$ cat src/common/wbf_pkg.sv
// Purpose: Constants and carrier types for the word-to-byte bus funnel
// Assumes: Single 100 MHz clock, asynchronous active-low reset
// Notes:   Functional notes follow
package wbf_pkg;
    localparam int unsigned BYTE_W    = 8;
    localparam int unsigned WORD_W    = 16;
    localparam logic        SEL_LOW   = 1'b0;
    localparam logic        SEL_HIGH  = 1'b1;
    localparam logic        DIR_READ  = 1'b1;
    localparam logic        DIR_WRITE = 1'b0;

    typedef enum logic [2:0] {
        WBF_IDLE   = 3'h0,
        WBF_MR_LO  = 3'h1,
        WBF_MR_GAP = 3'h3,
        WBF_MR_HI  = 3'h2,
        WBF_MR_END = 3'h6,
        WBF_SL_ACT = 3'h4,
        WBF_SL_END = 3'h5
    } wbf_state_t;

    // Processor-side bus signals (active-low strobes inverted to active high)
    typedef struct packed {
        logic rd;
        logic wr;
        logic sel;
        logic cs;
        logic mem_ack;
        logic grant;
    } wbf_cpu_t;

    // Peripheral-side mastering signals
    typedef struct packed {
        logic as;
        logic ds;
        logic rw;
        logic breq;
    } wbf_per_t;

    // Data-path controls for the bidirectional latch port and transceiver
    typedef struct packed {
        logic up_clk;
        logic up_oe_in;
        logic up_oe_out;
        logic xcv_oe;
    } wbf_path_t;
endpackage : wbf_pkg

$ cat src/wbf_funnel.sv
// Purpose: Control state machine funnelling a 16-bit peripheral onto an 8-bit bus
// Assumes: Strobes arrive from pins and are synchronised; data path is external
// Notes:   Upper byte lane is latched; lower lane passes straight
`timescale 1ns/1ps
`default_nettype none
module wbf_funnel (
    input  wire logic              i_ref_clk,
    input  wire logic              i_rst_n,
    input  wire wbf_pkg::wbf_cpu_t i_cpu,
    input  wire wbf_pkg::wbf_per_t i_per,
    output var  logic              o_byte_select,
    output var  logic              o_sys_rd,
    output var  logic              o_sys_wr,
    output var  logic              o_per_hold,
    output var  logic              o_peripheral_data_strobe,
    output var  logic              o_per_dir,
    output var  logic              o_per_ctl_oe_n,
    output var  logic              o_bus_lock,
    output var  wbf_pkg::wbf_path_t o_path
);
    import wbf_pkg::*;

    // ****************************************************************
    // Input synchronisation
    // ****************************************************************
    localparam int unsigned NSYNC = 10;

    logic [NSYNC-1:0] raw_in;
    logic [NSYNC-1:0] syn_in;
    wbf_cpu_t         cpu_s;
    wbf_per_t         per_s;

    assign raw_in = {i_cpu, i_per};

    wbf_sync #(
        .WIDTH (NSYNC)
    ) u_sync (
        .i_ref_clk (i_ref_clk),
        .i_rst_n   (i_rst_n),
        .i_async   (raw_in),
        .o_sync    (syn_in)
    );

    assign cpu_s = syn_in[NSYNC-1:4];
    assign per_s = syn_in[3:0];

    // ****************************************************************
    // State
    // ****************************************************************
    typedef struct packed {
        wbf_state_t state;
        logic       master;
        logic       byte_select;
        logic       sys_rd;
        logic       per_hold;
        logic       pds;
        logic       per_dir;
        logic       ctl_oe_n;
        logic       lock;
        logic       half_done;
        logic       rd_q;
        logic       wr_q;
        wbf_path_t  path;
    } wbf_st_t;

    wbf_st_t st_reg;
    wbf_st_t st_next;

    logic cpu_rd_rise;
    logic cpu_wr_rise;
    logic cpu_rd_fall;
    logic cpu_wr_fall;
    logic per_rd_req;

    assign cpu_rd_rise = cpu_s.rd & ~st_reg.rd_q;
    assign cpu_wr_rise = cpu_s.wr & ~st_reg.wr_q;
    assign cpu_rd_fall = ~cpu_s.rd & st_reg.rd_q;
    assign cpu_wr_fall = ~cpu_s.wr & st_reg.wr_q;
    // Direction low with strobe is an address-latch update only
    assign per_rd_req  = per_s.as & per_s.ds & (per_s.rw == DIR_READ);

    // ****************************************************************
    // Next state
    // ****************************************************************
    always_comb begin
        st_next             = st_reg;
        st_next.rd_q        = cpu_s.rd;
        st_next.wr_q        = cpu_s.wr;
        st_next.path.up_clk = 1'b0;
        o_sys_wr            = 1'b0;
        case (st_reg.state)
            WBF_IDLE: begin
                st_next.master   = 1'b0;
                st_next.per_hold = 1'b0;
                st_next.sys_rd   = 1'b0;
                st_next.path     = '0;
                st_next.ctl_oe_n = 1'b0;
                // Processor byte select passes through in slave mode
                st_next.byte_select = cpu_s.sel;
                st_next.pds      = 1'b0;
                st_next.per_dir  = DIR_READ;
                // Wait for the previous transfer's acknowledge to clear
                if (!cpu_s.mem_ack) begin
                    // Arbitration picks master or slave sequence
                    // A half-done slave word keeps the bus locked against masters
                    if (cpu_s.grant && per_s.breq && per_rd_req && !st_reg.lock) begin
                        st_next.master      = 1'b1;
                        st_next.ctl_oe_n    = 1'b1;
                        st_next.per_hold    = 1'b1;
                        st_next.byte_select = SEL_HIGH;
                        st_next.sys_rd      = 1'b1;
                        st_next.path.up_oe_in = 1'b1;
                        st_next.state       = WBF_MR_LO;
                    end else if (cpu_s.cs && !cpu_s.grant && (cpu_rd_rise || cpu_wr_rise)) begin
                        st_next.state     = WBF_SL_ACT;
                        st_next.half_done = 1'b0;
                        st_next.lock      = 1'b1;
                        if (cpu_rd_rise) begin
                            // Upper byte from the latch, lower via transceiver
                            st_next.per_dir = DIR_READ;
                            st_next.pds     = ~st_reg.half_done;
                            st_next.path.up_oe_out = (cpu_s.sel == SEL_HIGH);
                            st_next.path.xcv_oe    = (cpu_s.sel == SEL_LOW);
                        end else begin
                            st_next.per_dir = DIR_WRITE;
                            if (cpu_s.sel == SEL_HIGH) begin
                                st_next.path.up_clk = 1'b1;
                            end else begin
                                // Lower or pointer byte goes straight in
                                st_next.pds         = 1'b1;
                                st_next.path.xcv_oe = 1'b1;
                                st_next.path.up_oe_in = 1'b1;
                            end
                        end
                    end
                end
            end
            WBF_MR_LO: begin
                if (cpu_s.mem_ack) begin
                    // Capture the first byte in the upper latch
                    st_next.path.up_clk = 1'b1;
                    st_next.sys_rd      = 1'b0;
                    st_next.state       = WBF_MR_GAP;
                end
            end
            WBF_MR_GAP: begin
                if (!cpu_s.mem_ack) begin
                    st_next.byte_select = SEL_LOW;
                    st_next.sys_rd      = 1'b1;
                    st_next.state       = WBF_MR_HI;
                end
            end
            WBF_MR_HI: begin
                if (cpu_s.mem_ack) begin
                    // Second byte loads directly with latched byte
                    st_next.per_hold  = 1'b0;
                    st_next.path.xcv_oe = 1'b1;
                    st_next.state     = WBF_MR_END;
                end
            end
            WBF_MR_END: begin
                if (!per_s.ds) begin
                    st_next.sys_rd = 1'b0;
                    st_next.path   = '0;
                    st_next.master = 1'b0;
                    st_next.ctl_oe_n = 1'b0;
                    st_next.state  = WBF_IDLE;
                end
            end
            WBF_SL_ACT: begin
                st_next.byte_select = cpu_s.sel;
                if (cpu_rd_fall || cpu_wr_fall) begin
                    st_next.path.up_oe_out = 1'b0;
                    st_next.path.xcv_oe    = 1'b0;
                    st_next.path.up_oe_in  = 1'b0;
                    st_next.pds            = 1'b0;
                    st_next.state          = WBF_SL_END;
                end
            end
            WBF_SL_END: begin
                // Word completes on the lower-lane access; pointer writes are single
                if (st_reg.byte_select == SEL_LOW) begin
                    st_next.half_done = 1'b0;
                    st_next.lock      = 1'b0;
                end else begin
                    st_next.half_done = 1'b1;
                end
                st_next.state = WBF_IDLE;
            end
            default: begin
                st_next.state = WBF_IDLE;
            end
        endcase
    end

    always_ff @(posedge i_ref_clk or negedge i_rst_n) begin
        if (!i_rst_n) begin
            st_reg         <= '0;
            st_reg.state   <= WBF_IDLE;
            st_reg.per_dir <= DIR_READ;
        end else begin
            st_reg <= st_next;
        end
    end

    // ****************************************************************
    // Outputs
    // ****************************************************************
    assign o_byte_select            = st_reg.byte_select;
    assign o_sys_rd                 = st_reg.sys_rd;
    assign o_per_hold               = st_reg.per_hold;
    assign o_peripheral_data_strobe = st_reg.pds;
    assign o_per_dir                = st_reg.per_dir;
    assign o_per_ctl_oe_n           = st_reg.ctl_oe_n;
    assign o_bus_lock               = st_reg.lock;
    assign o_path                   = st_reg.path;
endmodule : wbf_funnel
`default_nettype wire

$ cat src/wbf_sync.sv
// Purpose: Two-flop synchroniser for a bundle of pin inputs
// Assumes: Inputs asynchronous to i_ref_clk
// Notes:   First stage read only by second stage
`timescale 1ns/1ps
`default_nettype none
module wbf_sync #(
    parameter int unsigned WIDTH = 1
) (
    input  wire logic             i_ref_clk,
    input  wire logic             i_rst_n,
    input  wire logic [WIDTH-1:0] i_async,
    output var  logic [WIDTH-1:0] o_sync
);
    import wbf_pkg::*;

    typedef struct packed {
        logic [WIDTH-1:0] meta;
        logic [WIDTH-1:0] sync;
    } wbf_sync_st_t;

    wbf_sync_st_t st_reg;
    wbf_sync_st_t st_next;

    always_comb begin
        st_next      = st_reg;
        st_next.meta = i_async;
        st_next.sync = st_reg.meta;
    end

    always_ff @(posedge i_ref_clk or negedge i_rst_n) begin
        if (!i_rst_n) begin
            st_reg <= '0;
        end else begin
            st_reg <= st_next;
        end
    end

    assign o_sync = st_reg.sync;
endmodule : wbf_sync
`default_nettype wire

$ cat config.mk
export PLATFORM = sky130hd
export DESIGN_NAME = wbf_funnel
export DESIGN_NICKNAME = d
export VERILOG_FILES = /design/src/common/wbf_pkg.sv /design/src/wbf_funnel.sv /design/src/wbf_sync.sv
export SDC_FILE = /design/constraint.sdc
export NUM_CORES = 1
export LEC_CHECK = 0
export ABC_AREA = 1
export ABC_CLOCK_PERIOD_IN_PS = 2400
export BUFFER_PORTS_ARGS = -buffer_cell sky130_fd_sc_hd__buf_2
export CORE_ASPECT_RATIO = 1.75
export CORE_UTILIZATION = 45
export CTS_BUF_LIST = sky130_fd_sc_hd__clkbuf_4
export CTS_CLUSTER_SIZE = 10
export DETAILED_ROUTE_END_ITERATION = 16
export PLACE_DENSITY = 0.65
export SKIP_LAST_GASP = 1
export SLEW_MARGIN = 20
export SYNTH_ARGS = -nofsm -noshare
export SYNTH_HDL_FRONTEND = slang
export SYNTH_SLANG_ARGS = --single-unit
$ cat constraint.sdc
create_clock -name i_ref_clk -period 2.4 [get_ports i_ref_clk]
set_input_delay 0.12 -clock i_ref_clk [delete_from_list [all_inputs] [get_ports i_ref_clk]]
set_output_delay 0.12 -clock i_ref_clk [all_outputs]
set_load 0.03 [all_outputs]
# Word-level counts from Yosys, hierarchy flattened
# Cells that the tools add are included.
# classes
eq_ne	16
muxes	45
bitwise	12
n_reduce_logical	28
# op_table
op	count
$mux W3	8
$pmux W3 S6	1
$mux W2	8
$mux W4	4
$mux W1	14
$ne A2 B2 Y1 const B	7
$mux W12	1
$reduce_and A4 Y1	3
$eq A3 B3 Y1 const B	3
$pmux W1 S4	2
$reduce_and A2 Y1	4
$reduce_bool A2 Y1	4
$reduce_bool A4 Y1	2
$reduce_and A7 Y1	1
$and A1 B1 Y1	6
$eq A3 B2 Y1 const B	2
$not A1 Y1	6
$pmux W1 S2	3
$pmux W1 S3	2
$pmux W2 S3	1
$reduce_bool A3 Y1	2
$logic_and A1 B1 Y1	5
$reduce_and A5 Y1	1
$ne A2 B1 Y1 const B	2
other kinds (7)	9
# word_totals
register_bits	37
in_bits	12
output_inout_bits	12
elab_cells	118

# Depth between registers and ports, before layout
# Gate-level depths: netlist of the first run.
# depth
ltp_word	8
ltp_mapped	9
mapped_depth_nobuf	9

# Hierarchy
# From an unflattened synthesis of the first run, not the netlist that was laid out.
# unflattened
cells_unflattened	182
area_unflattened_um2	1610.3
# modules_own_cells
module	instances	cells_per_inst	area_per_inst_um2	seq_area_each_um2
wbf_funnel	1	162	1109.8	426.7
wbf_sync	1	20	500.5	500.5

# Worst setup path before layout of the first run
# OpenSTA, ideal clock, no wires.
# synth_path
path_kind	register to register
from	register st_reg[15] in the netlist's numbering
to	register st_reg[17] in the netlist's numbering
setup_ns	0.120
t_arrival_ns	1.132
required_time_ns	2.280
setup_slack_ns	1.148
stages_incl_launch_ff	10
path_buffers	1
period_less_slack_ns	1.252
path_cell_list	dfrtp_1 > buf_6 > nor2_4 > nand2_2 > nor2_4 > nor2_1 > nand2_1 > nor2_2 > nand2_1 > nand2_1
# synth_via
elab_chain_len	3
elab_cells_between_ends	15
cone_classes	eq/ne: 12; mux: 1; reduce/logical: 2
# synth_rtl
element	line	rtl
start, declared	wbf_funnel.sv:66	wbf_st_t st_reg;
start signal, assigned	wbf_funnel.sv:202	st_reg <= st_next;
$eq A3 B1 Y1 (tied with other cells)	wbf_funnel.sv:91	case (st_reg.state)
$ne A2 B1 Y1 (no source line) (tied with other cells)	n/a	
$reduce_and A7 Y1 (no source line)	n/a	
# Several ways; a longest one is shown, not always the timed one.
# A chain may end at the register's enable or synchronous reset.

# Worst setup path after layout of the first run
# layout_path
from	register st_reg[17] in the netlist's numbering
to	register st_reg, in the netlist o_path[2]
# layout_via
elab_chain_len	3
elab_cells_between_ends	8
cone_classes	eq/ne: 4; mux: 1; reduce/logical: 3
# layout_rtl
element	line
$eq A3 B3 Y1 or $logic_not A3 Y1 (tied branches)	wbf_funnel.sv:91
$ne A2 B2 Y1 (no source line) or $reduce_bool A3 Y1 (tied branches)	n/a
$reduce_and A3 Y1 (no source line)	n/a
# Several ways; a longest one is shown, not always the timed one.

==> results of run 1 <==
[metrics by stage]
stage,instance area (sq um),std cells,utilization [%],hold WS (ps)
after detailed placement,1712,239,50.89,229.9
after global routing,1877,258,55.80,361.4
final,1877,258,55.80,349.9
after CTS,1877,258,55.80,353.5
after floorplan,1594,178,-,-175.6
after global placement,1712,239,50.89,229.4
[path summary, 6_finish.rpt]
kind	start	end
max in group asynchronous	i_rst_n	u_sync.o_sync[1]
min in group asynchronous	i_rst_n	o_byte_select
hold reg to reg	u_sync.st_next[0]	u_sync.o_sync[0]
hold / removal	u_sync.st_next[0]	u_sync.o_sync[0]
setup / recovery	st_reg[17]	o_path[2]
setup reg to reg	st_reg[17]	o_path[2]
[layout make-up]
type | count | area share [%]
inverters | 22 | 4.467
multi-input cells | 113 | 28.47
well taps | 45 | 3.000
repair buffers | 33 | 11.73
clock inverters | 2 | 0.5333
clock buffers | 6 | 2.400
flip-flops and latches | 37 | 49.40
[per-layer routing]
metal,track usage (%),vias up,wire (microns)
li1,-,627,-
met3,3.556,22,125
met2,38.89,42,1880
met5,0,-,0
met1,21.51,596,1197
met4,18.57,0,273
[cells in the final DEF (no fill, tap or decap), types with 3 or more instances in the layout]
| cell | Yosys | layout |
|---|---|---|
| buf_2 | 0 | 22 |
| inv_1 | 18 | 18 |
| nand2_1 | 50 | 50 |
| nand3_1 | 17 | 17 |
| nand4_1 | 4 | 4 |
| dfrtp_1 | 36 | 36 |
| clkbuf_4 | 0 | 6 |
| dlygate4sd3_1 | 0 | 11 |
| nor2_1 | 14 | 14 |
| inv_2 | 3 | 3 |
| clkinv_2 | 1 | 3 |
| nor2_2 | 3 | 3 |
| o21ai_0 | 10 | 10 |
[cell families after synthesis]
family          after synthesis  synth area share, %
simple gates                 97                27.94
compound gates               15                5.337
flops                        37                58.16
buf+inv                      28                8.320
other cells                   1               0.2353
[power by group through the flow]
stage	logic [uW]	registers, uW	clock network (uW)
floorplan	520	863	0
global placement	715	842	0
detailed placement	699	846	0
CTS	716	834	332
global route	802	845	353
finish	713	832	321
==> results by group, run 1 <==
Pwr
  – Sw Share: 42.51%
  – Clock group share of total power: 17.2%
  – Pwr Total: 1866 uW
  – Combinational power share: 38.2%
  – Switching pwr: 793.5 uW
  – Power Density: 994.5 nW/um^2
  – Seq pwr share: 44.6%
  – Peak supply drop: 0.0004785 V
  – Internal power: 1073 uW
  – Leak: 0.001027 uW

Floorplan
  – Die width: 46.99 microns
  – Starting density of the core: 47.40%
  – Die Ht: 80.74 microns
  – Rows: 28
  – # IOs: 24
  – DIE AREA: 3794 sq um
  – Core area: 3363 sq um

Critical path
  – Worst setup EP type: flip-flop
  – Crit path launch type: flip-flop
  – Kind of critical path: reg2reg
  – Crit path max-delay family: simple AND/OR/NAND/NOR gates
  – CP max stage cell: dfrtp_1
  – Worst reg-to-reg path cell count: 7
  – Worst Path Max Fanout: 7
  – WP data required: 2640 ps
  – Buf/Inv on CP: 1
  – CP Cell Sequence: inv_2 > nor2_2 > nand3_1 > nand2_1 > nor2_2 > nand4_1 > nand2_1
  – Max incr delay on CP: 480 ps
  – Critical Path Stages: 7
  – R2R setup slack: 900 ps
  – WP data arrival: 1740 ps

Clocking
  – CTS tree: done
  – Clock-pin slew on the worst setup and hold paths: 110 ps
  – CTS sink count: 37
  – Num CTS Buffers: 5
  – Skew-Pair Late Insertion Delay: 340 ps
  – Cts repair resizes: 0
  – CTS Root Cell: clkbuf_4
  – Htree depth: 2
  – Setup Fix Bufs, Post-CTS: 0
  – Clock Path Buffers: 2
  – Hold-fix buffers at CTS: 11

Flow run
  – Max-cap violation count: 0

Routing
  – Total number of vias: 1287
  – DR pass1 iterations: 4
  – Starting DRC count in detailed routing: 38
  – DR WL/cell: 13.47 microns
  – Drc violations: 0
  – Vias/cell: 4.988
  – Antenna-violating nets left: 0
  – Post-Route WL: 3476 microns

Logic synthesis
  – Mapped Area: 1594 sq um
  – Mapped Cells: 178
  – Async set or reset register ratio after synthesis: 100.0%
  – Yosys reg bits: 37
  – EDFF count, synth: 0
  – Yosys top cell by area: dfrtp_1
  – Post-synth top cells: nand2_1 (50), dfrtp_1 (36), inv_1 (18)
  – Most used flip-flop cell after synthesis: dfrtp_1
  – Most common cell in the netlist: nand2_1
  – Seq/Total Area, Yosys: 58.16%
  – Unique masters post-synth: 23
  – Syn Nets: 190
  – Synth warnings: 0
  – Largest cells by area after synthesis: dfrtp_1 (57%), nand2_1 (12%), nand3_1 (5.3%)
  – Yosys top cell area share: 56.51%
  – Post-Syn Area per Cell: 8.955 sq um

Placed design
  – # port buffers: 22
  – Placer Congestion: 1.011
  – Post-DP HPWL: 2603 microns
  – Post-Place Worst Slack: 916.1 ps

STA
  – Min Tclk post-route: 1504 ps
  – Final WS setup: 896.3 ps
  – Slew @ Worst Pin: 777.9 ps
  – Period utilization: 62.65%
  – Worst rel slew slack: 48.14%
  – Setup Skew: 9.620 ps
  – Fmax: 665.0 MHz
  – Max Slew Vio Count: 0
  – Setup TNS: 0 ps
  – Hold Vio Cnt, Final: 0
  – RSZ-0062 raised after global routing: no
  – Setup-failing EPs final: 0

Finish
  – Sequential cell area: 927.1 sq um
  – Final net count: 224
  – Area Overhead vs Synth: 17.74%
  – Share of cells above drive strength 1: 21.13%
  – Antenna diodes: 0
  – Filler cells: 315
  – Multi-input logic area: 534.3 sq um

Global route
  – First-pass GRT wire length: 5768 microns
  – Vias in the first global route: 1337
  – GRT Overall Usage: 22.45%
  – Maximum number of pins on one net before global-route repair: 38
  – Initial antenna violation count: 0
  – Grt total ovfl: 0

Run status
  – Status: finished, final reports clean

Hold path
  – Worst Hold Depth: 0
  – HP Class: reg2reg
Power figures use the tool's default switching activity.
==> inputs of run 2 (changes only) <==
Settings changed: ABC_AREA 1 to 0, ABC_CLOCK_PERIOD_IN_PS 2400 to 1400, PLACE_DENSITY 0.65 to 0.66.
Clock period 2.4 ns to 1.4 ns, I/O delays scaled along.
==> run 2 against run 1 <==
Against the previous run:
- wire length is 7.1% lower
- clock skew increased by 8.6 ps
- register-to-register slack worse by 880 ps
- critical path type unchanged
- critical endpoint unchanged
==> results by group, run 2 <==
STA
  – Setup Skew: 18.26 ps
  – Hold Vio Cnt, Final: 0
  – Period utilization: 98.70%
  – Worst rel slew slack: 65.11%
  – RSZ-0062 raised after global routing: yes
  – Setup-failing EPs final: 0
  – WHS: 213.8 ps
  – Min Tclk post-route: 1382 ps
  – Slew @ Worst Pin: 523.3 ps
  – Fmax: 723.7 MHz
  – Max Slew Vio Count: 0

Logic synthesis
  – Most common cell in the netlist: dfrtp_1
  – Mapped Cells: 129
  – Yosys top cell area share: 57.97%
  – EDFF count, synth: 0
  – Mapped Area: 1554 sq um
  – Post-synth top cells: dfrtp_1 (36), nand2_1 (13), o21ai_0 (8)
  – Most used flip-flop cell after synthesis: dfrtp_1
  – Yosys reg bits: 37
  – Seq/Total Area, Yosys: 59.66%
  – Post-Syn Area per Cell: 12.05 sq um
  – Syn Nets: 141
  – Synth warnings: 0
  – Yosys top cell by area: dfrtp_1
  – Unique masters post-synth: 46
  – Async set or reset register ratio after synthesis: 100.0%
  – Largest cells by area after synthesis: dfrtp_1 (58%), nand2_1 (3.1%), buf_4 (2.9%)

Placed design
  – # port buffers: 22
  – Post-DP HPWL: 2268 microns
  – Placer Congestion: 0.8613
  – Area of placed instances: 1760 sq um

Floorplan
  – Die Ht: 79.74 microns
  – Core area: 3209 sq um
  – Rows: 27
  – # IOs: 24
  – DIE AREA: 3702 sq um
  – Starting density of the core: 48.42%
  – Die width: 46.42 microns

Clocking
  – Htree depth: 2
  – Clock Path Buffers: 2
  – Clock-pin slew on the worst setup and hold paths: 110 ps
  – CTS sink count: 37
  – Num CTS Buffers: 5
  – CTS Root Cell: clkbuf_4
  – CTS tree: done
  – Skew-Pair Late Insertion Delay: 350 ps

Finish
  – Area Overhead vs Synth: 26.81%
  – Share of cells above drive strength 1: 40.91%
  – Most common cell after layout, fill and taps aside: dfrtp_1
  – Sequential cell area: 930.9 sq um
  – Filler cells: 282
  – Cell area after layout: 1971 sq um
  – Final core utilization: 61.40%
  – Multi-input logic area: 568.0 sq um
  – Most frequent cells in the layout: dfrtp_1 (33), buf_2 (22), buf_4 (16), nand2_1 (13), dlygate4sd3_1 (11)
  – Antenna diodes: 0
  – Final net count: 187

Critical path
  – Worst Path Max Fanout: 3
  – CP Cell Sequence: nand2b_4 > or3_4 > a211oi_2 > mux2_4
  – Buf/Inv on CP: 0
  – CP max stage cell: dfrtp_2
  – RR Endpoint: o_path[2]
  – Crit path launch type: flip-flop
  – Kind of critical path: reg2reg
  – Max incr delay on CP: 430 ps
  – WP data arrival: 1680 ps
  – Worst reg-to-reg path cell count: 4
  – R2R setup slack: 20 ps
  – WP data required: 1700 ps
  – Worst setup EP type: flip-flop
  – Critical R2R Launch: o_bus_lock
  – Crit path max-delay family: simple AND/OR/NAND/NOR gates

Routing
  – Top Layer Used: met4
  – Total number of vias: 1148
  – Drc violations: 0
  – Met3 routed WL: 82 microns
  – Met2 Routed Length: 1805 microns
  – Starting DRC count in detailed routing: 9
  – Vias/cell: 5.242
  – Post-Route WL: 3230 microns
  – Antenna-violating nets left: 0
  – DR pass1 iterations: 4
  – DR WL/cell: 14.75 microns
  – Met1 Routed Length: 1191 microns

Global route
  – Maximum number of pins on one net before global-route repair: 26
  – First-pass GRT wire length: 5175 microns
  – Grt total ovfl: 0
  – GRT Overall Usage: 20.31%
  – Vias in the first global route: 1156
  – Initial antenna violation count: 0

Flow run
  – Max-cap violation count: 0

Run status
  – Status: finished, final reports clean

Hold path
  – HP Class: in2async

Pwr
  – Power Density: 1773 nW/um^2
  – Peak supply drop: 0.001096 V
  – Leak: 0.0009192 uW
run 2: changes by cell type in the layout (fill, tap and decap cells not counted), sizes merged, moves of 4 or more:
cell | before | now
nand3 | 19 | 1
buf | 22 | 38
nand4 | 4 | 0
nand2 | 53 | 13
nor2 | 19 | 5
inv | 21 | 6
run 2: through the flow:
step | setup TNS [ps] | std cells | setup slack (ps) | total power, uW
floorplan | 0 | 129 | 13.84 | 2359
global placement | 0 | 199 | 2.453 | 2851
detailed placement | 0 | 199 | 14.55 | 2858
CTS | 0 | 218 | 6.960 | 3452
global route | -28.85 | 219 | -22.72 | 3716
finish | 0 | 219 | 18.24 | 3493
run 2: final cells by class:
type / instances / share of cell area, %
flip-flops and latches: 37 / 47.24
multi-input cells: 76 / 28.83
repair buffers: 49 / 17.27
well taps: 43 / 2.730
clock buffers: 6 / 2.286
inverters: 6 / 1.143
clock inverters: 2 / 0.5079
run 2: report_power, final:
group | total, uW | leakage (uW) | switching [uW] | internal (uW)
logic | 1540 | 0.000439 | 863 | 680
registers | 1400 | 0.000445 | 147 | 1250
clock network | 554 | 0.0000354 | 343 | 211
run 2: worst max path at each step:
stage / startpoint / to / slack, ps / depth (start not counted)
floorplan: o_bus_lock / o_path[2] / 10 / 4
global placement: st_reg[17] / o_peripheral_data_strobe / 2 / 5
detailed placement: st_reg[17] / o_peripheral_data_strobe / 10 / 5
CTS: o_bus_lock / o_path[2] / 7 / 4
global route: o_bus_lock / o_per_ctl_oe_n / -20 / 4
finish: o_bus_lock / o_path[2] / 20 / 4
run 2: logic make-up after synthesis:
group           share of synthesized area [%]
compound gates                          18.12
flops                                   59.66
simple gates                            14.01
buf+inv                                 6.038
mux                                     1.932
other cells                            0.2413
run 2: metal layers:
layer / GRT usage, % / up-vias
met5: 0 / -
met4: 12.65 / 0
met3: 5.204 / 14
met2: 34.03 / 32
met1: 21.09 / 554
li1: - / 548
run 2: what timing repair did:
| action | CTS | global route |
|---|---|---|
| setup endpoints to repair | 2 | 9 |
| hold buffers | 11 | 0 |
| pin swaps | 0 | 1 |
| setup buffers | 0 | 1 |
| endpoints found under the hold margin | 32 | 0 |
| gates resized for setup | 2 | 7 |
| gates cloned | 0 | 0 |
==> inputs of run 3 (changes only) <==
Settings changed: CORE_ASPECT_RATIO 1.75 to 1.1.
==> run 3 against run 2 <==
Against the previous run:
- the flow now finishes with violations (DRC)
- cell area fell by 0.76%
- core utilization decreased by 2.2 points
- largest cell class unchanged
- fmax increased by 2.4%
==> results by group, run 3 (synthesis gave the netlist of run 2 again) <==
Run status
  – Status: finished, violations left
  – Violated checks: DRC

Global route
  – Grt met1 use: 22.48%
  – Vias in the first global route: 1169
  – Grt total ovfl: 0
  – First-pass GRT wire length: 5375 microns
  – GR peak layer: met2
  – Initial antenna violation count: 0
  – Met2 usage: 32.18%
  – Maximum number of pins on one net before global-route repair: 23
  – GRT Overall Usage: 20.00%
  – Global Route met3 Usage: 5.955%

Pwr
  – Clock group share of total power: 20.2%
  – Combinational power share: 40.0%
  – Internal power: 2232 uW
  – Seq pwr share: 39.7%
  – Sw Share: 37.35%
  – Switching pwr: 1331 uW
  – Leak: 0.0009053 uW
  – Peak supply drop: 0.0009455 V
  – Pwr Total: 3563 uW
  – Power Density: 1822 nW/um^2

Routing
  – Post-Route WL: 3134 microns
  – DR pass1 iterations: 10
  – Total number of vias: 1113
  – Drc violations: 1
  – Antenna-violating nets left: 0
  – DR WL/cell: 15.00 microns
  – Vias/cell: 5.325
  – Starting DRC count in detailed routing: 20

Clocking
  – CTS Root Cell: clkbuf_4
  – Skew-Pair Late Insertion Delay: 340 ps
  – Clock Path Buffers: 2
  – Htree depth: 2
  – Num CTS Buffers: 5
  – CTS sink count: 37
  – Clock-pin slew on the worst setup and hold paths: 110 ps
  – Setup Fix Bufs, Post-CTS: 0
  – CTS tree: done

Finish
  – Most common cell after layout, fill and taps aside: dfrtp_1
  – Area Overhead vs Synth: 25.85%
  – Share of cells above drive strength 1: 38.73%
  – Final net count: 184
  – Most frequent cells in the layout: dfrtp_1 (32), buf_2 (22), nand2_1 (13), buf_4 (12), dlygate4sd3_1 (11)
  – Final core utilization: 59.20%
  – Antenna diodes: 0

Placed design
  – # port buffers: 22
  – Placer Congestion: 0.9175
  – Post-DP HPWL: 2255 microns
  – Post-Place Worst Slack: 38.89 ps

STA
  – Setup Skew: 10.69 ps
  – Hold Vio Cnt, Final: 0
  – Setup TNS: 0 ps
  – Final WS setup: 50.19 ps
  – Fmax: 740.8 MHz
  – Min Tclk post-route: 1350 ps
  – Max Slew Vio Count: 0
  – Period utilization: 96.42%
  – Setup-failing EPs final: 0
  – RSZ-0062 raised after global routing: yes

Floorplan
  – Die width: 58.03 microns
  – Starting density of the core: 47.05%
  – Rows: 22
  – # IOs: 24
  – Die Ht: 63.64 microns
  – DIE AREA: 3693 sq um
  – Core area: 3303 sq um

Critical path
  – Kind of critical path: reg2reg
  – Crit path launch type: flip-flop
  – WP data arrival: 1650 ps
  – WP data required: 1700 ps
  – Worst setup EP type: flip-flop
  – Worst Path Max Fanout: 4

Hold path
  – HP Class: in2async

Flow run
  – Max-cap violation count: 0
[run 3: layout make-up]
class                           count  area (sq um)
Clock inverter                      3         41.29
Sequential cell                    37         932.1
Inverter                            6         22.52
Clock buffer                        5         37.54
Tap cell                           36         45.04
Fill cell                         285          1348
Timing Repair Buffer               46         321.6
Multi-Input combinational cell     76         555.5
[run 3: through the flow]
step / hold slack (ps) / area, sq um / instances
after floorplan: -225.6 / 1555 / 129
after global placement: 33.93 / 1737 / 190
after detailed placement: 46.37 / 1737 / 190
after CTS: 202.9 / 1926 / 209
after global routing: 225.8 / 1956 / 209
final: 190.0 / 1956 / 209
[run 3: metal layers]
layer / share of wire (%) / wire [microns]
met1: 41 / 1298
met2: 51 / 1586
met3: 4.1 / 128
met4: 3.8 / 120
met5: 0 / 0
[run 3: power by group through the flow]
stage / combinational (uW) / sequential [uW] / clock (uW)
after floorplan: 859 / 1500 / 0
after global placement: 1340 / 1410 / 0
after detailed placement: 1370 / 1420 / 0
after CTS: 1400 / 1400 / 753
after global routing: 1560 / 1440 / 795
final: 1430 / 1420 / 721
[run 3: path summary, 6_finish.rpt]
kind,start,end,slack (ps),cells past startpoint
max,o_bus_lock,o_path[2],50,4
min reg2reg,u_sync.st_next[7],u_sync.o_sync[7],350,0
min in group i_ref_clk,u_sync.st_next[7],u_sync.o_sync[7],350,0
max in group asynchronous,i_rst_n,st_reg[16],690,3
max reg2reg,o_bus_lock,o_path[2],50,4
min,i_rst_n,o_path[3],190,2
[run 3: worst max-delay path, stage by stage (launching register included)]
cell      delay, ps
dfrtp_2         430
nand2b_4        150
or3_4           370
a211oi_2        190
mux2_4          160
[run 3: timing repair]
| item | in CTS | in global routing |
|---|---|---|
| endpoints found under the hold margin | 29 | 0 |
| setup endpoints to repair | 0 | 7 |
| resized for setup | 0 | 10 |
| hold buffers | 11 | 0 |
